[src/rtl/cal_ctrl_defs.vh]
// Constants for the converter calibration and control block.
// Assumes a single 50 MHz clock; included by bare name.
`ifndef CAL_CTRL_DEFS_VH
`define CAL_CTRL_DEFS_VH
// Register byte offsets
`define OFF_CTRL 4'h0
`define OFF_STAT 4'h4
`define OFF_SAMP 4'h8
`define OFF_CAPT 4'hc
// Control register field positions
`define CTRL_CAL_REQ 0
`define CTRL_PDOWN 1
`define CTRL_DLY_SEL 2
`define CTRL_EXT_MODE 3
`define CTRL_REG_DLY 4
`define CTRL_PHASE_EN 5
`define CTRL_RTD 6
`define CTRL_FSR 7
`define CTRL_OER 8
`define CTRL_RESET 9'h000
// Command phase length in input clock cycles
`define CMD_CYCLES 80
// Power-up delay exponents
`define DLY_SHORT_EXP 25
`define DLY_LONG_EXP 31
// Calibration run length default in cycles
`define CAL_LEN 1024
// Offset-binary range limits
`define CODE_MIN 8'h00
`define CODE_MAX 8'hff
// AXI responses
`define RESP_OKAY 2'h0
`define RESP_SLVERR 2'h2
`endif

[src/rtl/cal_ctrl.v]
// Calibration sequencing, out-of-range coding and capture-start control
// for a dual-interleaved 8-bit converter, with an AXI4-Lite register slave.
// Assumes AXI master and sample inputs share mclk; pins except the extended mode strap are synchronised.
//
// Operation
// Clamp codes to all-zero or all-one out-of-range
// Single out-of-range flag for either excursion
// Calibrate after power-up delay and on command
// Command is 80 cycles low then 80 high
// Request high at power-up waits for command
// Delay counts 2^25 or 2^31 cycles by select
// Power-down at power-up holds delay counter
// Power-down waits for running calibration to finish
// Commands ignored while powered down
// Data and range flag invalid during calibration
// Phase adjust stops clock unless trim disabled
// Host runs one calibration with trim enabled
// Host avoids register access during calibration
// Running output high for whole calibration
// Host recalibrates after full-scale select change
// Host recalibrates twenty seconds after power-up
// Capture starts after both converters finish cycle
// Capture data on two 8-bit buses
// Samples coded as offset binary
// Sample on both clock edges continuously
// Extended mode uses registers, not pins; power-down here ORs pin and register bit in both modes
// Host never switches control mode during operation
// Delay no longer than 2^25 or 2^31 cycles
// Count consecutive low then high request cycles
`timescale 1ns/1ps
`default_nettype none
`include "cal_ctrl_defs.vh"
module cal_ctrl #(
  parameter [31:0] DLY_SHORT = 32'h0200_0000, // 2^25 cycles
  parameter [31:0] DLY_LONG = 32'h8000_0000, // 2^31 cycles
  parameter [15:0] CAL_CYCLES = `CAL_LEN // Calibration run length
) (
  input wire mclk,
  input wire rst_n,
  input wire [3:0] s_axi_awaddr,
  input wire s_axi_awvalid,
  output reg s_axi_awready,
  input wire [31:0] s_axi_wdata,
  input wire [3:0] s_axi_wstrb,
  input wire s_axi_wvalid,
  output reg s_axi_wready,
  output reg [1:0] s_axi_bresp,
  output reg s_axi_bvalid,
  input wire s_axi_bready,
  input wire [3:0] s_axi_araddr,
  input wire s_axi_arvalid,
  output reg s_axi_arready,
  output reg [31:0] s_axi_rdata,
  output reg [1:0] s_axi_rresp,
  output reg s_axi_rvalid,
  input wire s_axi_rready,
  input wire cal_request_pin,
  input wire power_down_input,
  input wire cal_delay_select,
  input wire full_scale_select,
  input wire output_edge_rate_select,
  input wire extended_mode_pin,
  input wire write_enable_pin,
  input wire [8:0] rise_sample,
  input wire [8:0] fall_sample,
  output reg calibration_running,
  output reg out_of_range,
  output reg [7:0] data_rise,
  output reg [7:0] data_fall,
  output reg capture_write,
  output reg powered_down,
  output reg internal_clock_stop,
  output reg full_scale_eff,
  output reg output_edge_eff
);
  // Calibration states
  localparam [1:0] ST_DELAY = 2'd0;
  localparam [1:0] ST_IDLE = 2'd1;
  localparam [1:0] ST_CAL = 2'd2;
  localparam [1:0] ST_PDOWN = 2'd3;

  // Two-stage synchronisers for all pins except the extended mode strap
  reg [5:0] sync1_reg;
  reg [5:0] sync2_reg;
  wire cal_pin = sync2_reg[0];
  wire pd_pin = sync2_reg[1];
  wire dly_pin = sync2_reg[2];
  wire fsr_pin = sync2_reg[3];
  wire oer_pin = sync2_reg[4];
  wire wen_pin = sync2_reg[5];
  reg ext_reg; // Extended mode, sampled through the power-up delay, then held
  reg [8:0] ctrl_reg; // Software control word
  reg [1:0] state_reg; // Calibration sequencer state
  reg [31:0] dly_cnt_reg; // Power-up delay counter
  reg [15:0] cal_cnt_reg; // Calibration run counter
  reg [6:0] low_cnt_reg; // Consecutive low cycles of request
  reg [6:0] high_cnt_reg; // Consecutive high cycles after low
  reg armed_reg; // Low phase complete
  reg [1:0] wen_ph_reg; // Converter phases seen since write request
  reg [15:0] cal_done_reg; // Completed calibration count

  // Pin synchronisation; first stage read only by the second
  always @(posedge mclk) begin
    if (!rst_n) begin
      sync1_reg <= 6'h00;
      sync2_reg <= 6'h00;
    end else begin
      sync1_reg <= {write_enable_pin, output_edge_rate_select, full_scale_select,
                    cal_delay_select, power_down_input, cal_request_pin};
      sync2_reg <= sync1_reg;
    end
  end

  // Effective controls: register bits override pins in extended mode, except power-down (pin OR bit)
  wire req_lvl = ext_reg ? ctrl_reg[`CTRL_CAL_REQ] : cal_pin;
  wire pd_lvl = pd_pin | ctrl_reg[`CTRL_PDOWN];
  wire dly_sel = ext_reg ? ctrl_reg[`CTRL_REG_DLY] : dly_pin;
  wire [31:0] dly_target = dly_sel ? DLY_LONG : DLY_SHORT;
  wire cmd_valid = armed_reg && req_lvl && (high_cnt_reg >= (`CMD_CYCLES - 1));

  // Command detector: consecutive low cycles then consecutive high cycles
  always @(posedge mclk) begin
    if (!rst_n) begin
      low_cnt_reg <= 7'h00;
      high_cnt_reg <= 7'h00;
      armed_reg <= 1'b0;
    end else if (state_reg == ST_PDOWN || pd_lvl) begin
      // Commands seen while powered down are discarded
      low_cnt_reg <= 7'h00;
      high_cnt_reg <= 7'h00;
      armed_reg <= 1'b0;
    end else if (!req_lvl) begin
      high_cnt_reg <= 7'h00; // High phase broken restarts it
      if (low_cnt_reg >= (`CMD_CYCLES - 1)) begin
        armed_reg <= 1'b1;
      end else begin
        low_cnt_reg <= low_cnt_reg + 7'h01;
      end
    end else begin
      low_cnt_reg <= 7'h00; // Short low phase restarts count
      if (cmd_valid) begin
        armed_reg <= 1'b0; // Command consumed
        high_cnt_reg <= 7'h00;
      end else if (armed_reg) begin
        high_cnt_reg <= high_cnt_reg + 7'h01;
      end
    end
  end

  // Calibration sequencer
  always @(posedge mclk) begin
    if (!rst_n) begin
      state_reg <= ST_DELAY;
      dly_cnt_reg <= 32'h0000_0000;
      cal_cnt_reg <= 16'h0000;
      cal_done_reg <= 16'h0000;
      ext_reg <= 1'b0;
    end else begin
      case (state_reg)
        ST_DELAY: begin
          ext_reg <= extended_mode_pin; // Strap caught after release
          if (pd_lvl) begin
            dly_cnt_reg <= dly_cnt_reg; // Counter held in power-down
          end else if (dly_cnt_reg >= dly_target - 32'h1) begin
            // Request high at power-up defers to a real command
            state_reg <= cal_pin ? ST_IDLE : ST_CAL;
            cal_cnt_reg <= 16'h0000;
          end else begin
            dly_cnt_reg <= dly_cnt_reg + 32'h1;
          end
        end
        ST_IDLE: begin
          if (pd_lvl) begin
            state_reg <= ST_PDOWN;
          end else if (cmd_valid) begin
            state_reg <= ST_CAL; // On-command calibration
            cal_cnt_reg <= 16'h0000;
          end
        end
        ST_CAL: begin
          // Power-down is honoured only after the run ends
          if (cal_cnt_reg >= CAL_CYCLES - 16'h1) begin
            state_reg <= pd_lvl ? ST_PDOWN : ST_IDLE;
            cal_done_reg <= cal_done_reg + 16'h1;
          end else begin
            cal_cnt_reg <= cal_cnt_reg + 16'h1;
          end
        end
        ST_PDOWN: begin
          if (!pd_lvl) begin
            state_reg <= ST_IDLE; // No calibration started by wake-up
          end
        end
        default: state_reg <= ST_DELAY;
      endcase
    end
  end

  // Range detection and offset-binary clamping of both converters
  wire rise_hi = rise_sample[8] & ~rise_sample[7];
  wire rise_lo = rise_sample[8] & rise_sample[7];
  wire fall_hi = fall_sample[8] & ~fall_sample[7];
  wire fall_lo = fall_sample[8] & fall_sample[7];
  wire cal_now = (state_reg == ST_CAL);
  // Sample bit 8 flags overflow, bit 7 then tells below (1) or above (0)

  // Output data path; both edge converters pass in parallel
  always @(posedge mclk) begin
    if (!rst_n) begin
      data_rise <= `CODE_MIN;
      data_fall <= `CODE_MIN;
      out_of_range <= 1'b0;
    end else begin
      // Offset binary clamps at the ends of the code range
      data_rise <= rise_lo ? `CODE_MIN : (rise_hi ? `CODE_MAX : rise_sample[7:0]);
      data_fall <= fall_lo ? `CODE_MIN : (fall_hi ? `CODE_MAX : fall_sample[7:0]);
      // One flag for any excursion; may toggle while calibrating
      out_of_range <= rise_sample[8] | fall_sample[8];
    end
  end

  // Capture start waits for a full cycle of both converters
  always @(posedge mclk) begin
    if (!rst_n) begin
      wen_ph_reg <= 2'h0;
      capture_write <= 1'b0;
    end else if (!wen_pin || pd_lvl || cal_now) begin
      wen_ph_reg <= 2'h0;
      capture_write <= 1'b0;
    end else if (wen_ph_reg == 2'h2) begin
      capture_write <= 1'b1;
    end else begin
      wen_ph_reg <= wen_ph_reg + 2'h1;
    end
  end

  // Status outputs
  always @(posedge mclk) begin
    if (!rst_n) begin
      calibration_running <= 1'b0;
      powered_down <= 1'b0;
      internal_clock_stop <= 1'b0;
      full_scale_eff <= 1'b0;
      output_edge_eff <= 1'b0;
    end else begin
      calibration_running <= cal_now; // Whole run, any cause
      powered_down <= (state_reg == ST_PDOWN);
      // Clock halts when phase adjust is on and trim is enabled
      internal_clock_stop <= cal_now & ctrl_reg[`CTRL_PHASE_EN] & ~ctrl_reg[`CTRL_RTD];
      full_scale_eff <= ext_reg ? ctrl_reg[`CTRL_FSR] : fsr_pin;
      output_edge_eff <= ext_reg ? ctrl_reg[`CTRL_OER] : oer_pin;
    end
  end

  // AXI4-Lite write channel: address and data taken in either order
  reg aw_hold_reg;
  reg w_hold_reg;
  reg [3:0] aw_addr_reg;
  reg [31:0] w_data_reg;
  reg [3:0] w_strb_reg;
  wire aw_take = s_axi_awvalid & s_axi_awready;
  wire w_take = s_axi_wvalid & s_axi_wready;
  wire aw_have = aw_hold_reg | aw_take;
  wire w_have = w_hold_reg | w_take;
  wire [3:0] wa = aw_hold_reg ? aw_addr_reg : s_axi_awaddr;
  wire [31:0] wd = w_hold_reg ? w_data_reg : s_axi_wdata;
  wire [3:0] ws = w_hold_reg ? w_strb_reg : s_axi_wstrb;
  wire do_write = aw_have & w_have & ~s_axi_bvalid;

  // Write handshake and control register update
  always @(posedge mclk) begin
    if (!rst_n) begin
      aw_hold_reg <= 1'b0;
      w_hold_reg <= 1'b0;
      aw_addr_reg <= 4'h0;
      w_data_reg <= 32'h0000_0000;
      w_strb_reg <= 4'h0;
      s_axi_awready <= 1'b0;
      s_axi_wready <= 1'b0;
      s_axi_bvalid <= 1'b0;
      s_axi_bresp <= `RESP_OKAY;
      ctrl_reg <= `CTRL_RESET;
    end else begin
      s_axi_awready <= ~aw_have & ~s_axi_bvalid & ~s_axi_awready;
      s_axi_wready <= ~w_have & ~s_axi_bvalid & ~s_axi_wready;
      if (aw_take) begin
        aw_hold_reg <= 1'b1;
        aw_addr_reg <= s_axi_awaddr;
      end
      if (w_take) begin
        w_hold_reg <= 1'b1;
        w_data_reg <= s_axi_wdata;
        w_strb_reg <= s_axi_wstrb;
      end
      if (do_write) begin
        aw_hold_reg <= 1'b0;
        w_hold_reg <= 1'b0;
        s_axi_awready <= 1'b0;
        s_axi_wready <= 1'b0;
        s_axi_bvalid <= 1'b1;
        if (wa == `OFF_CTRL) begin
          s_axi_bresp <= `RESP_OKAY;
          if (ws[0]) ctrl_reg[7:0] <= wd[7:0];
          if (ws[1]) ctrl_reg[8] <= wd[8];
        end else if (wa == `OFF_STAT || wa == `OFF_SAMP || wa == `OFF_CAPT) begin
          s_axi_bresp <= `RESP_OKAY; // Read-only, write ignored
        end else begin
          s_axi_bresp <= `RESP_SLVERR;
        end
      end else if (s_axi_bvalid && s_axi_bready) begin
        s_axi_bvalid <= 1'b0;
      end
    end
  end

  // AXI4-Lite read channel, one cycle after address taken
  always @(posedge mclk) begin
    if (!rst_n) begin
      s_axi_arready <= 1'b0;
      s_axi_rvalid <= 1'b0;
      s_axi_rdata <= 32'h0000_0000;
      s_axi_rresp <= `RESP_OKAY;
    end else begin
      s_axi_arready <= ~s_axi_rvalid & ~s_axi_arready & ~s_axi_arvalid;
      if (s_axi_arvalid && !s_axi_arready && !s_axi_rvalid) begin
        s_axi_arready <= 1'b1;
      end
      if (s_axi_arvalid && s_axi_arready) begin
        s_axi_arready <= 1'b0;
        s_axi_rvalid <= 1'b1;
        s_axi_rresp <= `RESP_OKAY;
        case (s_axi_araddr)
          `OFF_CTRL: s_axi_rdata <= {23'h0, ctrl_reg};
          `OFF_STAT: s_axi_rdata <= {cal_done_reg, 9'h0, ext_reg, armed_reg,
                                     powered_down, calibration_running, 1'b0, state_reg};
          `OFF_SAMP: s_axi_rdata <= {15'h0, out_of_range, data_fall, data_rise};
          `OFF_CAPT: s_axi_rdata <= {30'h0, capture_write, wen_pin};
          default: begin
            s_axi_rdata <= 32'h0000_0000;
            s_axi_rresp <= `RESP_SLVERR;
          end
        endcase
      end else if (s_axi_rvalid && s_axi_rready) begin
        s_axi_rvalid <= 1'b0;
      end
    end
  end
endmodule // cal_ctrl
`default_nettype wire

[config.mk]
export PLATFORM = sky130hd
export DESIGN_NAME = cal_ctrl
export DESIGN_NICKNAME = d
export VERILOG_FILES = /design/src/rtl/cal_ctrl.v
export VERILOG_INCLUDE_DIRS = /design/src /design/src/rtl
export SDC_FILE = /design/constraint.sdc
export NUM_CORES = 1
export LEC_CHECK = 0
export BUFFER_PORTS_ARGS = -buffer_cell sky130_fd_sc_hd__buf_2
export CORE_ASPECT_RATIO = 1.5
export CORE_MARGIN = 8
export CORE_UTILIZATION = 58
export CTS_BUF_LIST = sky130_fd_sc_hd__clkbuf_2
export CTS_CLUSTER_SIZE = 12
export DETAILED_ROUTE_END_ITERATION = 6
export PLACE_DENSITY_LB_ADDON = 0.1
export SLEW_MARGIN = 20
export SYNTH_ARGS = -nofsm -noshare
export SYNTH_HDL_FRONTEND = slang
export SYNTH_SLANG_ARGS = --single-unit
[constraint.sdc]
create_clock -name mclk -period 4 [get_ports mclk]
set_input_delay 0.4 -clock mclk [delete_from_list [all_inputs] [get_ports mclk]]
set_output_delay 0.4 -clock mclk [all_outputs]
set_load 0.05 [all_outputs]
* Yosys cells after proc, flatten, opt, wreduce, memory -nomap -nowiden
Index checks and enable logic that the tools add are counted.
** Storage, ports and cells
- Bits of input ports :: 76
- Output and inout port bits :: 64
- Register bits after elaboration :: 186
- Logic and storage cells :: 175
** Operators by class
- Reduce and logical (&&, ||, !) cells :: 38
- $add $sub $neg :: 7
- Multiplexer cells :: 37
- Bitwise logic cells :: 35
- Equality and inequality tests :: 19
- $lt $le $gt $ge :: 4
** Operator list (number)
- 32-bit one-hot mux with 4 select lines :: 1
- 16-bit 2-to-1 mux :: 5
- 16-bit one-hot mux with 3 select lines :: 1
- 16-bit by 1-bit adder with 16-bit output (second input constant) :: 2
- 32-bit by 1-bit adder with 32-bit output (second input constant) :: 1
- 32-bit greater-or-equal comparator :: 1
- 32-bit 2-to-1 mux :: 1
- 32-bit by 1-bit subtractor with 32-bit output (second input constant) :: 1
- 2-bit 2-to-1 mux :: 12
- 1-bit bitwise AND :: 16
- 4-bit equality test (second input constant) :: 4
- 16-bit by 10-bit greater-or-equal comparator with 1-bit output (second input constant) :: 1
- 8-bit 2-to-1 mux :: 2
- 1-bit inverter :: 15
- 7-bit by 1-bit adder with 7-bit output (second input constant) :: 2
- 7-bit greater-or-equal comparator (second input constant) :: 2
- 1-bit 2-to-1 mux :: 12
- 2-bit != test (second input constant) :: 6
- 2-bit OR reduction :: 6
- 9-bit 2-to-1 mux :: 1
- 3-bit AND reduction :: 3
- 4-bit by 3-bit equality test with 1-bit output (second input constant) :: 2
- 4-bit logical NOT :: 2
- 2-bit one-hot mux with 4 select lines :: 1
- other kinds (18) :: 40

* Logic depth before layout (Yosys ltp)
Gate-level depths: netlist of run 1.
- Depth in word-level cells :: 7
- Depth in mapped cells :: 11
- Mapped depth without buffers :: 8

* Least setup slack after synthesis of run 1
OpenSTA, ideal clock, no wires.
- Kind :: reg2reg
- From :: register ext_reg
- To :: register cal_cnt_reg[6]
- Data required time :: 3884 ps
- Period minus slack after synthesis :: 2997 ps
- Data arrival time :: 2881 ps
- Stages on the path, launching flop included :: 11
- Library setup time :: 116 ps
- Path buffers :: 2
- Setup slack :: 1003 ps
- Cells stage by stage :: dfxtp_1 -> clkbuf_1 -> mux2i_1 -> ha_1 -> nand4b_1 -> nor4_2 -> nand4_1 -> a21oi_1 -> nand2_1 -> buf_2 -> a31o_2
** Between the ends
- Cells in the longest elaborated chain, start to end :: 6
- Elaborated cells on any way between the ends :: 10
- Classes of those cells :: 1 x add/sub; 1 x order compare; 2 x eq/ne; 3 x mux; 3 x reduce/logical
** Ends and longest elaborated chain
- from (decl) :: RTL line cal_ctrl.v:91 : reg ext_reg;
- from (signal assigned) :: RTL line cal_ctrl.v:161 : ext_reg <= extended_mode_pin;
- 1-bit 2-to-1 mux :: RTL line cal_ctrl.v:117 : wire dly_sel = ext_reg ? ctrl_reg[`CTRL_REG_DLY] : dly_pin;
- 32-bit 2-to-1 mux :: RTL line cal_ctrl.v:118 : wire [31:0] dly_target = dly_sel ? DLY_LONG : DLY_SHORT;
- 32-bit by 1-bit subtractor with 32-bit output :: RTL line cal_ctrl.v:164 : end else if (dly_cnt_reg >= dly_target - 32'h1) begin
- 32-bit greater-or-equal comparator :: RTL line cal_ctrl.v:164
- 2-bit != test (no source line)
- 6-bit AND reduction (no source line) (*)
- to (signal assigned) :: RTL line cal_ctrl.v:186 : cal_cnt_reg <= cal_cnt_reg + 16'h1;
- to (decl) :: RTL line cal_ctrl.v:95 : reg [15:0] cal_cnt_reg;
Every way passes the cells marked *; elsewhere a longest branch is shown, timed or not.
A chain may end at the register's enable or synchronous reset.

* Final worst setup path of run 1
- From :: register ext_reg
- To :: register cal_cnt_reg[5]
Same word-level chain as after synthesis.

==> results of run 1 <==
## worst paths after layout
check	endpoint	slack, ps	cells past startpoint
setup / recovery	cal_cnt_reg[5]	720	9
setup reg to reg	cal_cnt_reg[5]	720	9
hold / removal	aw_hold_reg	70	3
hold reg to reg	sync2_reg[1]	470	1
## stage by stage
| stage | hold WS [ps] | area (um^2) | util (%) | power, mW |
|---|---|---|---|---|
| 2_1_floorplan | 412 | 7660 | - | 2.37 |
| 3_3_place_gp | 422 | 8270 | 63.9 | 2.48 |
| 3_5_place_dp | 424 | 8270 | 63.9 | 2.50 |
| 4_1_cts | 1.52 | 9120 | 70.4 | 3.42 |
| 5_1_grt | 23.2 | 9130 | 70.5 | 3.57 |
| 6_report | 67.1 | 9130 | 70.5 | 3.40 |
## power by group through the flow
stage | logic (mW) | clock network, mW | registers, mW
after floorplan | 0.335 | 0 | 2.03
after global placement | 0.488 | 0 | 2.00
final | 0.558 | 0.874 | 1.97
after CTS | 0.551 | 0.904 | 1.97
after detailed placement | 0.502 | 0 | 2.00
after global routing | 0.607 | 0.985 | 1.98
## placed cells by master (no fill, tap or decap), drive strengths merged, types with 20 or more instances in the layout
master	n
xor2	34
a22oi	30
and2	20
mux2i	27
buf	121
nand2	66
nor2	121
dlygate4sd3	63
nand2b	22
nand4	32
and3	21
nor3	30
nand3	30
dfxtp	184
a21oi	60
## cells by family (layout without fill, tap and decap cells)
logic type / Yosys count / count (layout) / share of synthesized area, %
XOR/XNOR: 47 / 47 / 5.38
buffers and inverters: 59 / 225 / 3.24
multiplexers: 30 / 30 / 4.32
flip-flops: 184 / 184 / 48.1
AO/OA/AOI/OAI: 141 / 141 / 11.8
adder cells (fa/ha/maj): 12 / 12 / 1.96
AND/OR/NAND/NOR: 383 / 383 / 25.1
other: 1 / 4 / 0.0490
## synth_stat cells, types with 2 or more instances
| cell type | n | share of area [%] |
|---|---|---|
| a211oi_1 | 9 | 0.88 |
| a21o_1 | 3 | 0.29 |
| a21oi_1 | 58 | 3.8 |
| a22oi_1 | 30 | 2.9 |
| a31o_2 | 5 | 0.57 |
| a31oi_1 | 3 | 0.25 |
| a41oi_1 | 2 | 0.23 |
| and2_0 | 2 | 0.16 |
| and2_1 | 17 | 1.4 |
| and3_1 | 21 | 1.7 |
| and4_1 | 7 | 0.80 |
| buf_1 | 3 | 0.15 |
| buf_2 | 6 | 0.39 |
| buf_4 | 3 | 0.29 |
| clkbuf_1 | 37 | 1.8 |
| dfxtp_1 | 184 | 48 |
| ha_1 | 12 | 2.0 |
| inv_1 | 8 | 0.39 |
| mux2i_1 | 27 | 3.5 |
| nand2_1 | 66 | 3.2 |
| nand2b_1 | 22 | 1.8 |
| nand3_1 | 29 | 1.9 |
| nand3b_1 | 4 | 0.39 |
| nand4_1 | 32 | 2.6 |
| nand4b_1 | 2 | 0.23 |
| nor2_1 | 120 | 5.9 |
| nor2b_1 | 4 | 0.33 |
| nor3_1 | 30 | 2.0 |
| o211ai_1 | 2 | 0.20 |
| o21ai_0 | 16 | 1.0 |
| o221a_2 | 2 | 0.29 |
| or3_1 | 10 | 0.82 |
| or4_1 | 5 | 0.49 |
| xnor2_1 | 13 | 1.5 |
| xor2_1 | 34 | 3.9 |
## what timing repair did
action / 4_1_cts / 5_1_grt
endpoints found under the setup margin: 0 / 0
hold buffers: 62 / 1
hold endpoints to repair: 49 / 3
setup buffers: 0 / 0
## routing by layer
layer / global-route usage [%] / vias to the layer above / part of all wire (%)
met2: 38.0 / 232 / 50
met4: 10.3 / 0 / 2.9
li1: - / 3331 / -
met5: 0 / - / 0
met3: 4.82 / 49 / 6.3
met1: 24.9 / 3239 / 40
## worst reg2reg max path, stage by stage (launching register included)
cell and delay (ps):
dfxtp_1 550, mux2i_1 540, ha_1 270, nand4b_1 160, nor4_2 390, nand4_1 200, a21oi_1 200, buf_4 180
nand2_1 300, o221a_2 420
## layout make-up
type | instances | area, um^2 | area share, %
Multi-Input combinational cell | 615 | 3730 | 40.8
Sequential cell | 184 | 3680 | 40.3
Timing Repair Buffer | 184 | 1260 | 13.8
Tap cell | 159 | 199 | 2.18
Clock inverter | 15 | 139 | 1.52
Clock buffer | 17 | 85.1 | 0.932
Inverter | 9 | 35.0 | 0.384
Antenna cell | 2 | 5.00 | 0.0548
==> flow_summary.yaml, run 1 <==
global_route:
  grt_pass1_wl_mm: 30.5
  grt_max_degree: 48
  grt.total_usage_pct: 22.1
  grt_pass1_vias: 6437
  overflow: 0
  antenna_found_initial: 1
floorplanning:
  dieArea_um2: 17200
  ioPinCount: 140
  rows: 51
  core_um2: 13000
  initial_core_util_pct: 59.1
  die_w_um: 110
  dieHeight_um: 157
logic_synthesis:
  synth_cell_types: 64
  avgSynthCellArea_um2: 8.93
  async_flop_share_pct: 0
  synth_ff_type: "dfxtp_1"
  yosys_warnings: 0
  synth_seq_area_share_pct: 48.1
  synth_area_um2: 7650
  ys_ff_latch: 184
  synth_edf_count: 0
  syn_inst: 857
power_and_ir_drop:
  comb_power_share_pct: 16.4
  p_seq_share_pct: 57.9
  leakagePower_nw: 3.65
  p_per_area_nw_per_um2: 372
  p_sw_mw: 1.09
  p_sw_share_pct: 32.2
  internal_power_mw: 2.30
  vdd_drop_max_uv: 235
  p_clk_share_pct: 25.7
final_layout:
  final.fill_count: 1000
  finalNonFillerCells: 1185
  syn_to_final_growth_pct: 19.3
  drive_above_1_share_pct: 16.6
  nNetsFinal: 1099
critical_path:
  cp-end-kind: "flop"
  cp_slowest_cell: "dfxtp_1"
  worstPathCellList: "mux2i_1 > ha_1 > nand4b_1 > nor4_2 > nand4_1 > a21oi_1 > buf_4 > nand2_1 > o221a_2"
  worstReg2RegStart: "ext_reg"
  path_class: "flop to flop"
  cp_data_required_time_ps: 4670
  cp_max_fo: 14
  timing.critical_path.from: "ext_reg"
  critPathLaunchType: "flop"
  arrival_ps: 3940
  cp.buffers_inverters: 1
  crit_family: "simple AND/OR/NAND/NOR gates"
  cpPeakStageDelay_ps: 550
timing:
  clock.fmax_ghz: 0.305
  report.final.hold_viol_count: 0
  fin_crit_sh_pct: 81.9
  min_period_ps: 3280
  setup_ws_ps: 723
  slew_viol_final: 0
  skew_ps: 39.1
  slew_headroom_pct: 48.7
  rsz0062_at_grt: "false"
  tightest_slew_ps: 763
  setup_tns_ps: 0
  finalSetupViolCount: 0
clock_tree:
  cts_tree: "yes"
  clockBufferDepth: 2
  path_clk_slew_ps: 260
  cts_sinks: 184
  numCtsBuffers: 17
  htree_levels: 4
  cts_root_buffer: "clkbuf_2"
  clkLatencyLatePin_ps: 770
  ctsResizeCount: 0
route:
  firstDrtPassIters: 5
  first_iter_violations: 384
  wire_per_inst_um: 16.1
  viasPerCell: 5.78
  vias: 6851
  drc_errors: 0
  ant_nets: 0
  wirelength_mm: 19.1
flow_run:
  cap_violations: 0
placement:
  numPortBuffers: 112
  placed_cells: 1088
  dp_hpwl_mm: 13.3
  dp_slack_ps: 727
  gp_congestion: 0.849
status:
  status: "finished, final reports clean"
hold_path:
  hp-class: "input port to flop"
  hold_start: "s_axi_awvalid"
Power figures use the tool's default switching activity.
==> run 2, diff against run 1 <==
- clock period: 4 -> 3.4 ns (I/O delays scaled with it)
==> run 2 against run 1 <==
Final area is 1.1% higher. Clock skew is 4.7 ps higher. Highest routed layer unchanged. Global-route usage is 0.45 points higher. Sequential cell count stayed put. Wire length is 0.35% lower.
==> flow_summary.yaml, run 2 (synthesis gave the netlist of run 1 again) <==
floorplanning:
  initial_core_util_pct: 59.1
  rows: 51
  die_w_um: 110
  dieHeight_um: 157
  ioPinCount: 140
  core_um2: 13000
  dieArea_um2: 17200
hold_path:
  hp-class: "input port to flop"
  whs_path_depth: 5
  hold_start: "s_axi_araddr[0]"
  holdPathEnd: "s_axi_rdata[2]"
power_and_ir_drop:
  p_sw_mw: 1.25
  p_seq_share_pct: 56.3
  p_per_area_nw_per_um2: 444
  p_clk_share_pct: 27.2
  p_sw_share_pct: 30.5
  internal_power_mw: 2.85
  vdd_drop_max_uv: 390
  leakagePower_nw: 3.69
  power_mw: 4.10
  comb_power_share_pct: 16.5
timing:
  fin_crit_sh_pct: 85.0
  report.final.hold_viol_count: 0
  rsz0062_at_grt: "false"
  clock.fmax_ghz: 0.346
  setup_tns_ps: 0
  min_period_ps: 2890
  skew_ps: 43.8
  setup_ws_ps: 510
  tightest_slew_ps: 770
  finalSetupViolCount: 0
  slew_headroom_pct: 48.6
  slew_viol_final: 0
global_route:
  grt_max_degree: 60
  grt.total_usage_pct: 22.5
  antenna_found_initial: 1
  grt_pass1_wl_mm: 31.4
  grt_pass1_vias: 6727
  overflow: 0
critical_path:
  worstReg2RegStart: "ext_reg"
  cp_max_fo: 14
  cp_data_required_time_ps: 4040
  worstPathCellList: "mux2i_1 > ha_1 > nand4b_1 > nor4_2 > nand4_1 > a21oi_1 > nand2_1 > o221a_2"
  arrival_ps: 3530
  cp_slowest_cell: "mux2i_1"
  r2r_setup_slack_ps: 510
  critPathLaunchType: "flop"
  reg2regPathDepth: 8
  r2r-end: "cal_cnt_reg[5]"
  cp-end-kind: "flop"
  cpPeakStageDelay_ps: 490
  path_class: "flop to flop"
route:
  ant_nets: 0
  wl_met2_mm: 10.1
  wire_per_inst_um: 16.0
  met3_length_mm: 1.09
  drc_errors: 0
  viasPerCell: 5.66
  wirelength_mm: 19.0
  first_iter_violations: 377
  top_layer: "met4"
  firstDrtPassIters: 5
  vias: 6744
  met1Wirelength_mm: 7.55
clock_tree:
  path_clk_slew_ps: 290
  ctsResizeCount: 0
  cts_tree: "yes"
  htree_levels: 4
  post_cts_buffers: 0
  clockBufferDepth: 2
  cts_sinks: 184
  numCtsBuffers: 17
  clkLatencyLatePin_ps: 740
  cts_hold_buf: 69
  cts_root_buffer: "clkbuf_2"
flow_run:
  cap_violations: 0
placement:
  dp_slack_ps: 471
  dp_hpwl_mm: 13.5
  gp_congestion: 0.847
  numPortBuffers: 112
status:
  status: "finished, final reports clean"
final_layout:
  drive_above_1_share_pct: 16.9
  syn_to_final_growth_pct: 20.6
  layout_common_cells: "184 x dfxtp_1, 120 x nor2_1, 112 x buf_2"
  nNetsFinal: 1107
  final_common_cell: "dfxtp_1"
[run 2: power by group through the flow]
| stage | Clock, mW | Sequential, mW | Combinational (mW) |
|---|---|---|---|
| detailed placement | 0 | 2.34 | 0.609 |
| global route | 1.24 | 2.32 | 0.737 |
| floorplan | 0 | 2.39 | 0.394 |
| CTS | 1.15 | 2.30 | 0.674 |
| global placement | 0 | 2.34 | 0.589 |
| finish | 1.12 | 2.31 | 0.676 |
[run 2: worst max-delay path by stage]
stage / startpoint / to / depth (start not counted)
floorplan: ext_reg / cal_cnt_reg[6] / 10
finish: ext_reg / cal_cnt_reg[5] / 8
global route: ext_reg / cal_cnt_reg[5] / 8
CTS: ext_reg / cal_cnt_reg[5] / 8
global placement: ext_reg / cal_cnt_reg[5] / 8
detailed placement: ext_reg / cal_cnt_reg[5] / 8
[run 2: worst max-delay path, delay by kind of cell, from the launching register on]
kind / cells / cell delay [ps]
and+or+nand+nor: 4 / 1010
AOI/OAI and AO/OA: 2 / 660
muxes: 1 / 490
DFF: 1 / 400
adders and majority gates: 1 / 270
[run 2: layout make-up]
type                    instances  area [um^2]
flip-flops and latches        184         3680
inverters                       9         35.0
well taps                     159          199
multi-input cells             615         3730
clock buffers                  18         90.1
fillers                      1030         3720
clock inverters                14          159
diodes                          1         2.50
repair buffers                192         1330
[run 2: metal layers]
metal  up-vias  track usage (%)
met4         0             7.11
li1       3332                -
met1      3211             25.1
met2       174             40.8
met3        27             4.78
met5         -                0
[run 2: metrics by stage]
step                util [%]  std cells  hold slack [ps]  area (um^2)
floorplan                  -        858              412         7660
global placement        64.0       1090              421         8290
detailed placement      64.0       1090              421         8290
CTS                     71.2       1191             11.4         9230
global route            71.3       1192            0.254         9230
finish                  71.3       1192             50.7         9230
==> run 3, diff against run 2 <==
- CORE_MARGIN: 8 -> unset
==> run 3 against run 2 <==
Total power fell by 2.1%. Final area rose by 0.24%. Via count rose by 2.3%. Sequential power barely moved. Critical path depth did not move. Utilization rose by 0.17 points. Clock skew fell by 9.9 ps. Clock power fell by 9%. Final cell count rose by 0.42%. Critical path type unchanged. Critical endpoint unchanged. Largest power group unchanged.
==> flow_summary.yaml, run 3 (synthesis gave the netlist of run 1 again) <==
clock_tree:
  post_cts_buffers: 0
  numCtsBuffers: 17
  cts_hold_buf: 75
  path_clk_slew_ps: 270
  ctsResizeCount: 0
  cts_sinks: 184
  cts_tree: "yes"
  clockBufferDepth: 2
  clkLatencyLatePin_ps: 740
  htree_levels: 4
  cts_root_buffer: "clkbuf_2"
critical_path:
  cp_data_required_time_ps: 4050
  cpPeakStageDelay_ps: 490
  worstPathCellList: "mux2i_1 > ha_1 > nand4b_1 > nor4_2 > nand4_1 > a21oi_1 > nand2_1 > o221a_2"
  r2r_setup_slack_ps: 490
  critPathLaunchType: "flop"
  path_class: "flop to flop"
  arrival_ps: 3560
  cp_max_fo: 14
  cp-end-kind: "flop"
  cp_slowest_cell: "mux2i_1"
global_route:
  grt_max_degree: 66
  grt_pass1_wl_mm: 30.2
  grt.total_usage_pct: 28.1
  antenna_found_initial: 1
  overflow: 0
  grt_pass1_vias: 6533
timing:
  tightest_slew_ps: 787
  slew_viol_final: 0
  clock.fmax_ghz: 0.344
  slew_headroom_pct: 47.5
  fin_crit_sh_pct: 85.6
  finalSetupViolCount: 0
  skew_ps: 33.9
  setup_ws_ps: 490
  setup_tns_ps: 0
  rsz0062_at_grt: "false"
  min_period_ps: 2910
  report.final.hold_viol_count: 0
final_layout:
  seq_area_um2: 3680
  final_area_um2: 9250
  multiInputGateArea_um2: 3730
  nNetsFinal: 1113
  drive_above_1_share_pct: 16.7
  layout_common_cells: "184 x dfxtp_1, 120 x nor2_1, 112 x buf_2"
  syn_to_final_growth_pct: 20.9
  final.fill_count: 989
  final_common_cell: "dfxtp_1"
placement:
  numPortBuffers: 112
  dp_hpwl_mm: 12.4
  dp_slack_ps: 455
  placed_area_um2: 8290
  gp_congestion: 0.882
floorplanning:
  initial_core_util_pct: 59.1
  rows: 51
  core_um2: 13000
  ioPinCount: 140
  dieArea_um2: 13700
  dieHeight_um: 143
  die_w_um: 95.8
hold_path:
  hp-class: "input port to flop"
route:
  wirelength_mm: 19.1
  wire_per_inst_um: 16.0
  firstDrtPassIters: 6
  vias: 6901
  drc_errors: 0
  ant_nets: 0
  viasPerCell: 5.77
  first_iter_violations: 343
status:
  status: "finished, final reports clean"
power_and_ir_drop:
  vdd_drop_max_uv: 246
  leakagePower_nw: 3.71
  power_mw: 4.01
  p_per_area_nw_per_um2: 434
flow_run:
  cap_violations: 0
## run 3: changes by cell type in the layout (fill, tap and decap cells not counted)
cell / delta
inv_6: -3
clkinv_2: +2
bufinv_16: -1
clkinv_4: +1
dlygate4sd3_1: +6
## run 3: report_power, final
| part | switching [mW] | total, mW | internal [mW] | leakage [nW] |
|---|---|---|---|---|
| clock network | 0.753 | 1.02 | 0.269 | 0.120 |
| logic | 0.424 | 0.684 | 0.260 | 2.09 |
| registers | 0.0719 | 2.31 | 2.24 | 1.49 |
| total | 1.25 | 4.01 | 2.76 | 3.71 |
## run 3: worst paths after layout
check,start,endpoint,depth (start not counted)
min,s_axi_araddr[1],s_axi_rdata[2],5
max reg2reg,ext_reg,cal_cnt_reg[5],8
max,ext_reg,cal_cnt_reg[5],8
min reg2reg,w_data_reg[7],w_data_reg[7],2
## run 3: metal layers
metal | GRT usage [%] | up-vias | wire length [um]
li1 | - | 3355 | -
met1 | 30.4 | 3247 | 7400
met2 | 50.9 | 235 | 10000
met3 | 5.80 | 64 | 1040
met4 | 14.1 | 0 | 672
met5 | 0 | - | 0
## run 3: final cells by class
type	count	area share, %
multi-input combinational	615	40.3
sequential	184	39.8
timing repair buffer	198	15.1
tap	159	2.15
clock inverter	13	1.31
clock buffer	18	0.974
inverter	9	0.379
antenna	1	0.0270
## run 3: per-stage QoR
stage	hold WS, ps	utilization [%]	cells
after floorplan	412	-	858
after global placement	421	64.0	1090
after detailed placement	425	64.0	1090
after CTS	11.6	71.4	1196
after global routing	18.1	71.4	1197
final	61.5	71.4	1197
## run 3: critical path, delay by kind of cell (launching register included)
family | cells | cell delay [ps]
AO/OA/AOI/OAI | 2 | 660
adder cells (fa/ha/maj) | 1 | 270
multiplexers | 1 | 490
AND/OR/NAND/NOR | 4 | 1010
flip-flops | 1 | 400
